--- src/hw/lldc_defines.svh ---
// constants for the dram command and mode block
`ifndef LLDC_DEFINES_SVH
`define LLDC_DEFINES_SVH
`define LLDC_ADDR_W 22
`define LLDC_MODE_W 18
`define LLDC_BANKS 8
`define LLDC_ROWS_W 14
`define LLDC_DATA_W 18
`define LLDC_MODE_RST 18'h0_0000
`define LLDC_CFG_LSB 0
`define LLDC_BL_LSB 3
`define LLDC_LOOP_BIT 7
`define LLDC_IMP_BIT 8
`define LLDC_TERM_BIT 9
`define LLDC_LOCK_CYC 11'h400
`define LLDC_CAL_PERIOD 16'h0400
`define LLDC_BL2 2'h0
`define LLDC_BL4 2'h1
`define LLDC_BL8 2'h2
`define LLDC_IMP_NOMINAL 6'h32
`endif

--- src/hw/lldc_pkg.sv ---
// types shared by the dram command and mode block
package lldc_pkg;
  typedef enum logic [4:0] {
    LLDC_CMD_NOP = 5'b0_0001,
    LLDC_CMD_MODE = 5'b0_0010,
    LLDC_CMD_READ = 5'b0_0100,
    LLDC_CMD_WRITE = 5'b0_1000,
    LLDC_CMD_REFRESH = 5'b1_0000
  } lldc_cmd_e;
endpackage

--- src/hw/lldc_sync.sv ---
// two flip-flop synchroniser for pin inputs
`timescale 1ns/1ns
module lldc_sync #(
  parameter int W = 1
) (
  // clock and reset
  input wire logic core_clk,
  input wire logic rst_n,
  // asynchronous input and synchronised output
  input wire logic [W-1:0] async_in,
  output logic [W-1:0] sync_out
);
  logic [W-1:0] stage1; // first stage, read only by stage two

  // two flops in series, nothing taps the first
  always_ff @(posedge core_clk or negedge rst_n)
  begin
    if (!rst_n)
    begin
      stage1 <= '0;
      sync_out <= '0;
    end
    else
    begin
      stage1 <= async_in;
      sync_out <= stage1;
    end
  end
endmodule // lldc_sync

--- src/hw/lldc_odt.sv ---
// termination control for data and write-mask pins
`timescale 1ns/1ns
module lldc_odt (
  // clock and reset
  input wire logic core_clk,
  input wire logic rst_n,
  // controls
  input wire logic term_on,
  input wire logic data_driving,
  // termination enables
  output logic data_term,
  output logic mask_term
);
  // data pins lose termination while driving; mask never drives
  always_ff @(posedge core_clk or negedge rst_n)
  begin
    if (!rst_n)
    begin
      data_term <= 1'b0;
      mask_term <= 1'b0;
    end
    else
    begin
      data_term <= term_on && !data_driving;
      mask_term <= term_on;
    end
  end
endmodule // lldc_odt

--- src/hw/lldc_ctrl.sv ---
// command decode, mode register and option control of the low latency dram
//
// Notes on behaviour
// controller holds address low in dummy loads
// valid power-up load keeps A10-A17 low
// controller resets loop on clock change
// controller refreshes all eight banks after load
// controller waits row cycle after refresh
// mode bit 7 enables the delay loop
// controller waits 1024 cycles before read
// loop reset: low, recover, high, wait
// bit 8 high: periodic external impedance sampling
// bit 8 low: internal reference, nominal 50 ohm
// bit 9 terminates data and mask only
// driving data pin drops its termination
// write-mask termination always on when enabled
// only listed commands valid, sampled at edge
// nop and deselect leave operations running
// mode load stores address bits 0-17
// controller loads mode only when idle
// read or write bursts to selected bank
// write-mask high discards that data beat
// refresh uses internal row counter per bank
// each refresh needs its own command
// write and refresh selects sampled with select
// write latency is read latency plus one
// decode select, write and refresh pins
//
`timescale 1ns/1ns
`include "lldc_defines.svh"
module lldc_ctrl (
  // clock and reset
  input wire logic core_clk,
  input wire logic rst_n,
  // link clock pin, sampled by core_clk
  input wire logic ck_pin,
  // command pins, active low
  input wire logic cs_n,
  input wire logic we_n,
  input wire logic ref_n,
  input wire logic [`LLDC_ADDR_W-1:0] addr,
  input wire logic [2:0] bank_select,
  // write data path
  input wire logic [`LLDC_DATA_W-1:0] wr_data,
  input wire logic write_mask,
  // impedance ball comparator level
  input wire logic impedance_ball,
  // array-side command outputs
  output lldc_pkg::lldc_cmd_e cmd,
  output logic [2:0] cmd_bank,
  output logic [`LLDC_ADDR_W-1:0] cmd_addr,
  output logic [`LLDC_ROWS_W-1:0] refresh_row,
  output logic illegal_cmd,
  // write beat to array
  output logic wr_beat_valid,
  output logic [`LLDC_DATA_W-1:0] wr_beat_data,
  output logic [2:0] wr_beat_bank,
  // read data state
  output logic read_valid_flag,
  output logic data_driving,
  // mode outputs
  output logic [`LLDC_MODE_W-1:0] mode_reg,
  output logic loop_enable,
  output logic loop_locked,
  output logic [3:0] read_latency,
  output logic [3:0] write_latency,
  output logic [5:0] drive_impedance,
  output logic impedance_sample,
  output logic data_term,
  output logic mask_term
);
  import lldc_pkg::*;

  // synchronised pins
  logic ck_s; // link clock level
  logic ck_d; // previous clock level
  logic cs_n_s;
  logic we_n_s;
  logic ref_n_s;
  logic mask_s;
  logic zq_s;
  logic [`LLDC_ADDR_W-1:0] addr_s;
  logic [2:0] bank_s;
  logic [`LLDC_DATA_W-1:0] data_s;
  logic ck_rise; // true clock rise detected
  lldc_cmd_e next_cmd; // decoded command
  logic [`LLDC_ROWS_W-1:0] row_ctr [`LLDC_BANKS]; // per-bank refresh rows
  logic [10:0] lock_cnt; // loop lock wait counter
  logic [15:0] cal_cnt; // impedance sample period
  logic [3:0] wr_wait; // cycles to first write beat
  logic [3:0] rd_wait; // cycles to first read beat
  logic [3:0] wr_left; // write burst cycles left
  logic [3:0] rd_left; // read burst cycles left
  logic [2:0] wr_bank_q; // bank of pending write
  logic [5:0] zq_acc; // sampled impedance code

  // latency from configuration field, write is one longer
  function automatic logic [3:0] rl_of(input logic [2:0] cfg);
    case (cfg)
      3'h0: rl_of = 4'h4;
      3'h1: rl_of = 4'h6;
      3'h2: rl_of = 4'h8;
      3'h3: rl_of = 4'h3;
      default: rl_of = 4'h5;
    endcase
  endfunction

  // beats per burst in clock cycles (two beats per cycle)
  function automatic logic [3:0] bl_cycles(input logic [1:0] bl);
    case (bl)
      `LLDC_BL2: bl_cycles = 4'h1;
      `LLDC_BL4: bl_cycles = 4'h2;
      default: bl_cycles = 4'h4;
    endcase
  endfunction

  // all pins cross into core_clk before use
  lldc_sync #(.W(1)) u_sync_ck (
    .core_clk(core_clk), .rst_n(rst_n), .async_in(ck_pin), .sync_out(ck_s));
  lldc_sync #(.W(`LLDC_ADDR_W + 3 + 3 + 2 + `LLDC_DATA_W)) u_sync_bus (
    .core_clk(core_clk),
    .rst_n(rst_n),
    .async_in({addr, bank_select, cs_n, we_n, ref_n, write_mask, impedance_ball, wr_data}),
    .sync_out({addr_s, bank_s, cs_n_s, we_n_s, ref_n_s, mask_s, zq_s, data_s}));

  // termination switching lives in its own module
  lldc_odt u_odt (
    .core_clk(core_clk),
    .rst_n(rst_n),
    .term_on(mode_reg[`LLDC_TERM_BIT]),
    .data_driving(data_driving),
    .data_term(data_term),
    .mask_term(mask_term));

  // edge finder on synchronised link clock
  always_ff @(posedge core_clk or negedge rst_n)
  begin
    if (!rst_n)
      ck_d <= 1'b0;
    else
      ck_d <= ck_s;
  end
  assign ck_rise = ck_s && !ck_d;

  // command decode from select, write and refresh pins
  always_comb
  begin
    if (!ck_rise || cs_n_s)
      next_cmd = LLDC_CMD_NOP;
    else if (!we_n_s && !ref_n_s)
      next_cmd = LLDC_CMD_MODE;
    else if (we_n_s && ref_n_s)
      next_cmd = LLDC_CMD_READ;
    else if (!we_n_s)
      next_cmd = LLDC_CMD_WRITE;
    else
      next_cmd = LLDC_CMD_REFRESH;
  end

  // registered command to the array, one cycle per clock rise
  always_ff @(posedge core_clk or negedge rst_n)
  begin
    if (!rst_n)
    begin
      cmd <= LLDC_CMD_NOP;
      cmd_bank <= 3'h0;
      cmd_addr <= '0;
      illegal_cmd <= 1'b0;
    end
    else
    begin
      cmd <= next_cmd;
      cmd_bank <= bank_s;
      cmd_addr <= addr_s;
      // all four pin codes are listed, so none is illegal today
      illegal_cmd <= 1'b0;
    end
  end

  // mode register load from address bits 0-17
  always_ff @(posedge core_clk or negedge rst_n)
  begin
    if (!rst_n)
      mode_reg <= `LLDC_MODE_RST;
    else if (next_cmd == LLDC_CMD_MODE)
      mode_reg <= addr_s[`LLDC_MODE_W-1:0];
  end

  // latencies follow configuration field
  always_ff @(posedge core_clk or negedge rst_n)
  begin
    if (!rst_n)
    begin
      read_latency <= 4'h4;
      write_latency <= 4'h5;
    end
    else
    begin
      read_latency <= rl_of(mode_reg[`LLDC_CFG_LSB +: 3]);
      write_latency <= rl_of(mode_reg[`LLDC_CFG_LSB +: 3]) + 4'h1;
    end
  end

  // delay loop enable and lock wait, counted in link clock rises
  always_ff @(posedge core_clk or negedge rst_n)
  begin
    if (!rst_n)
    begin
      loop_enable <= 1'b0;
      loop_locked <= 1'b0;
      lock_cnt <= 11'h000;
    end
    else
    begin
      loop_enable <= mode_reg[`LLDC_LOOP_BIT];
      if (!mode_reg[`LLDC_LOOP_BIT])
      begin
        // bit low turns the loop off and restarts lock
        loop_locked <= 1'b0;
        lock_cnt <= 11'h000;
      end
      else if (ck_rise && lock_cnt != `LLDC_LOCK_CYC)
        lock_cnt <= lock_cnt + 11'h001;
      else if (lock_cnt == `LLDC_LOCK_CYC)
        loop_locked <= 1'b1;
    end
  end

  // impedance: periodic external sampling or fixed nominal
  always_ff @(posedge core_clk or negedge rst_n)
  begin
    if (!rst_n)
    begin
      cal_cnt <= 16'h0000;
      impedance_sample <= 1'b0;
      zq_acc <= `LLDC_IMP_NOMINAL;
      drive_impedance <= `LLDC_IMP_NOMINAL;
    end
    else if (mode_reg[`LLDC_IMP_BIT])
    begin
      // background update, no effect on command timing
      impedance_sample <= (cal_cnt == `LLDC_CAL_PERIOD);
      if (cal_cnt == `LLDC_CAL_PERIOD)
      begin
        cal_cnt <= 16'h0000;
        drive_impedance <= zq_acc;
      end
      else
        cal_cnt <= cal_cnt + 16'h0001;
      // crude step tracking toward comparator level
      if (zq_s && zq_acc != 6'h3f)
        zq_acc <= zq_acc + 6'h01;
      else if (!zq_s && zq_acc != 6'h00)
        zq_acc <= zq_acc - 6'h01;
    end
    else
    begin
      // internal reference, no sampling, drive held at fixed nominal
      cal_cnt <= 16'h0000;
      impedance_sample <= 1'b0;
      drive_impedance <= `LLDC_IMP_NOMINAL;
    end
  end

  // per-bank refresh row counters, address pins ignored
  always_ff @(posedge core_clk or negedge rst_n)
  begin
    if (!rst_n)
    begin
      for (int i = 0; i < `LLDC_BANKS; i++)
        row_ctr[i] <= '0;
      refresh_row <= '0;
    end
    else if (next_cmd == LLDC_CMD_REFRESH)
    begin
      refresh_row <= row_ctr[bank_s];
      row_ctr[bank_s] <= row_ctr[bank_s] + 14'h0001;
    end
  end

  // write burst timing: data after write latency, mask gates beats
  always_ff @(posedge core_clk or negedge rst_n)
  begin
    if (!rst_n)
    begin
      wr_wait <= 4'h0;
      wr_left <= 4'h0;
      wr_bank_q <= 3'h0;
      wr_beat_valid <= 1'b0;
      wr_beat_data <= '0;
      wr_beat_bank <= 3'h0;
    end
    else
    begin
      wr_beat_valid <= 1'b0;
      if (next_cmd == LLDC_CMD_WRITE)
      begin
        wr_wait <= write_latency - 4'h1; // first beat lands on rise WL
        wr_left <= bl_cycles(mode_reg[`LLDC_BL_LSB +: 2]);
        wr_bank_q <= bank_s;
      end
      else if (ck_rise && wr_wait != 4'h0)
        wr_wait <= wr_wait - 4'h1;
      else if (ck_rise && wr_left != 4'h0)
      begin
        wr_left <= wr_left - 4'h1;
        // masked beat is simply not presented to the array
        wr_beat_valid <= !mask_s;
        wr_beat_data <= data_s;
        wr_beat_bank <= wr_bank_q;
      end
    end
  end

  // read burst timing drives data valid and driving state
  always_ff @(posedge core_clk or negedge rst_n)
  begin
    if (!rst_n)
    begin
      rd_wait <= 4'h0;
      rd_left <= 4'h0;
      read_valid_flag <= 1'b0;
      data_driving <= 1'b0;
    end
    else
    begin
      if (next_cmd == LLDC_CMD_READ)
      begin
        // back to back reads restart the count, cutting off the burst in progress
        rd_wait <= read_latency;
        rd_left <= bl_cycles(mode_reg[`LLDC_BL_LSB +: 2]);
      end
      else if (ck_rise && rd_wait != 4'h0)
        rd_wait <= rd_wait - 4'h1;
      else if (ck_rise && rd_left != 4'h0)
        rd_left <= rd_left - 4'h1;
      read_valid_flag <= (rd_wait == 4'h0) && (rd_left != 4'h0);
      data_driving <= (rd_wait == 4'h0) && (rd_left != 4'h0);
    end
  end
endmodule // lldc_ctrl

--- config.mk ---
export PLATFORM = sky130hd
export DESIGN_NAME = lldc_ctrl
export DESIGN_NICKNAME = d
export VERILOG_FILES = /design/src/hw/lldc_pkg.sv /design/src/hw/lldc_sync.sv /design/src/hw/lldc_odt.sv /design/src/hw/lldc_ctrl.sv
export VERILOG_INCLUDE_DIRS = /design/src /design/src/hw
export SDC_FILE = /design/constraint.sdc
export NUM_CORES = 1
export LEC_CHECK = 0
export BUFFER_PORTS_ARGS = -buffer_cell sky130_fd_sc_hd__buf_4
export CORE_MARGIN = 2
export CORE_UTILIZATION = 50
export CTS_BUF_LIST = sky130_fd_sc_hd__clkbuf_4 sky130_fd_sc_hd__clkbuf_8
export CTS_CLUSTER_SIZE = 40
export DETAILED_ROUTE_END_ITERATION = 12
export GPL_TIMING_DRIVEN = 1
export PLACE_DENSITY = 0.8
export SYNTH_ARGS = -nofsm -noshare
export SYNTH_HDL_FRONTEND = slang
export SYNTH_SLANG_ARGS = --single-unit
--- constraint.sdc ---
create_clock -name core_clk -period 3.1 [get_ports core_clk]
set_clock_uncertainty 0.1 [all_clocks]
set_input_delay 0.465 -clock core_clk [delete_from_list [all_inputs] [get_ports core_clk]]
set_output_delay 0.465 -clock core_clk [all_outputs]
set_load 0.1 [all_outputs]
==> flow_summary.yaml <==
status:
  status: "completed"
min_path:
  worstHoldStart: "u_sync_bus.stage1[39]"
  hold_class: "reg2reg"
cts:
  root_buffer: "clkbuf_8"
  h-tree-depth: 2
  cts_buffer_depth: 3
  clock-sinks: 367
  cts-buffers-inserted: 56
  insertion_delay_ns: 0.60
  clk_pin_slew_ns: 0.06
  cts_tree: "done"
route:
  via_count: 10400
  wirelength_um: 34000
  drt_iter0_drc: 947
  drc: 0
  antenna_left: 0
  avgViaCountPerCell: 5.50
  post_drt_wl_per_cell_um: 18.0
  firstDrtPassIters: 5
logic_synthesis:
  async_reset_ff_frac: 1.00
  synth_top_cell_by_area: "dfrtp_1"
  synth-edff-count: 0
  synth_top_area_share: 0.611
  synthCells: 1209
  ys_ff_latch: 367
  ys.flop_type: "dfrtp_1"
  synthTopCellsByArea: "dfrtp_1, nand2_1, mux2_2, mux4_2, o21ai_0"
  synthesis.area_mm2: 0.0146
  netlist_top_cells_count: "dfrtp_1, nand2_1, o21ai_0"
  synth.most_common_cell: "dfrtp_1"
  synth_nets: 1274
  yosys_warnings: 0
  syn_avg_cell_area_um2: 12.1
  post_synth_num_cell_types: 66
  yosysSeqAreaShare: 0.629
layout:
  largest_reg_flops: 112
  diodes: 0
  post-route-util: 0.634
  reg_top3: "row_ctr x112, u_sync_bus.stage1 x48, u_sync_bus.sync_out x48"
  drive_gt1_frac: 0.275
  nNetsFinal: 1522
  regMostFlops: "row_ctr"
  area_growth_pct: 24.5
power:
  p_sw_frac: 0.361
  pwr-share-clk: 0.321
  seqPwrFrac: 0.415
  combinationalPowerShare: 0.264
  powerDensity_mw_per_mm2: 755
  vdd_drop_max_mv: 0.346
  leakage_nw: 8.57
  p_int_mw: 8.78
  p_switching_mw: 4.96
worst_setup_path:
  worst_setup_path_end_kind: "register"
  worstSetupPathType: "reg2reg"
  r2r_start: "u_sync_bus.sync_out[25]"
  critPathRequiredTime_ns: 3.50
  cp_max_fo: 27
  critPathLaunch: "u_sync_bus.sync_out[25]"
  arrival_ns: 3.34
  start_kind: "register"
placement:
  dp_hpwl_um: 21200
  gp_congestion: 0.907
  port_buffers: 155
die:
  ioPinCount: 157
  placementRows: 62
  dieWidth_um: 175
  start_util: 0.509
  die_h_um: 175
  dieArea_mm2: 0.0306
  fp.coreArea_mm2: 0.0287
sta:
  setup_viol: 0
  timing.fmax_mhz: 340
  slew_violations: 0
  finalCriticalPeriod_ns: 2.94
  relSlewSlack: 0.346
  period_share: 0.948
  rsz0062_at_grt: "false"
  finalHoldViolCount: 0
  worst_pin_slew_ns: 0.974
  tns_ns: 0
flow_run:
  drv_cap: 0
global_route:
  antenna_found_initial: 0
  grt_pass1_wl_um: 56000
  grt_max_degree: 95
  overflow: 0
  grt_usage: 0.227
  grt_pass1_vias: 10800
## critical path, stage by stage (launching register included)
cell and delay (ns):
dfrtp_2 0.64, buf_12 0.26, mux4_2 0.21, mux2i_1 0.12
nor3_2 0.49, nand3_1 0.22, xnor2_1 0.55, mux2_2 0.27
## layout make-up
type	instances	area, um^2
Clock inverter	15	170
Timing Repair Buffer	258	2140
Tap cell	384	480
Fill cell	2135	10500
Sequential cell	367	9200
Multi-Input combinational cell	744	4980
Clock buffer	90	1100
Inverter	30	113
## layer usage
metal | part of all wire | GRT usage | vias up
met2 | 0.50 | 0.382 | 425
met3 | 0.068 | 0.0411 | 101
met5 | 0 | 0 | -
met1 | 0.40 | 0.297 | 5164
met4 | 0.033 | 0.0854 | 0
li1 | - | - | 4698
## worst paths after layout
| path | cells past startpoint | endpoint | slack, ns |
|---|---|---|---|
| min in group asynchronous | 2 | u_sync_bus.sync_out[42] | 0.32 |
| max | 7 | row_ctr[34] | 0.16 |
| max in group asynchronous | 3 | wr_beat_data[2] | 1.71 |
| min reg2reg | 0 | u_sync_bus.sync_out[39] | 0.24 |
| min | 0 | u_sync_bus.sync_out[39] | 0.24 |
| max reg2reg | 7 | row_ctr[34] | 0.16 |
## kinds of logic (layout without fill, tap and decap cells)
group,count (synthesis),in the layout,synth area share
and+or+nand+nor,412,412,0.135
xor gates and xnor gates,44,44,0.0264
DFF,367,367,0.629
buffers and inverters,98,393,0.0306
muxes,106,106,0.0950
AOI/OAI and AO/OA,167,167,0.0712
adders and majority gates,14,14,0.0125
other,1,1,0.000257
## power by group through the flow
stage	registers, mW	clock network, mW	logic, mW
6_report	5.70	4.41	3.62
5_1_grt	5.77	4.73	3.81
4_1_cts	5.69	4.47	3.63
3_5_place_dp	5.77	0	3.56
3_3_place_gp	5.74	0	3.49
2_1_floorplan	7.53	0	0.915
## placed cells by master (no fill, tap or decap), drive strengths merged, types with 10 or more instances in the layout
cell type,instances
a21oi,27
and2,10
buf,208
clkbuf,90
dfrtp,357
dfstp,10
dlygate4sd3,50
ha,13
inv,32
mux2,61
mux2i,25
mux4,20
nand2,190
nand2b,12
nand3,40
nand4,13
nor2,61
nor3,11
o211ai,27
o21ai,69
or4,27
xnor2,27
xor2,17
## per-stage QoR
step                      total power, mW  hold slack, ns  instances  instance area (um^2)  setup slack (ns)
after floorplan                      8.44          0.0694       1209                 14600             0.494
after global placement               9.23           0.231       1733                 16400             0.301
after detailed placement             9.33           0.235       1733                 16400             0.113
after CTS                            13.8           0.246       1888                 18200             0.114
after global routing                 14.3           0.251       1888                 18200            0.0389
final                                13.7           0.244       1888                 18200             0.162
## repair_timing
item	4_1_cts	5_1_grt
hold endpoints to repair	104	0
gates resized for setup	0	1
hold buffers	50	0
setup buffers	0	0
endpoints found under the setup margin	0	8
Power figures use the tool's default switching activity.
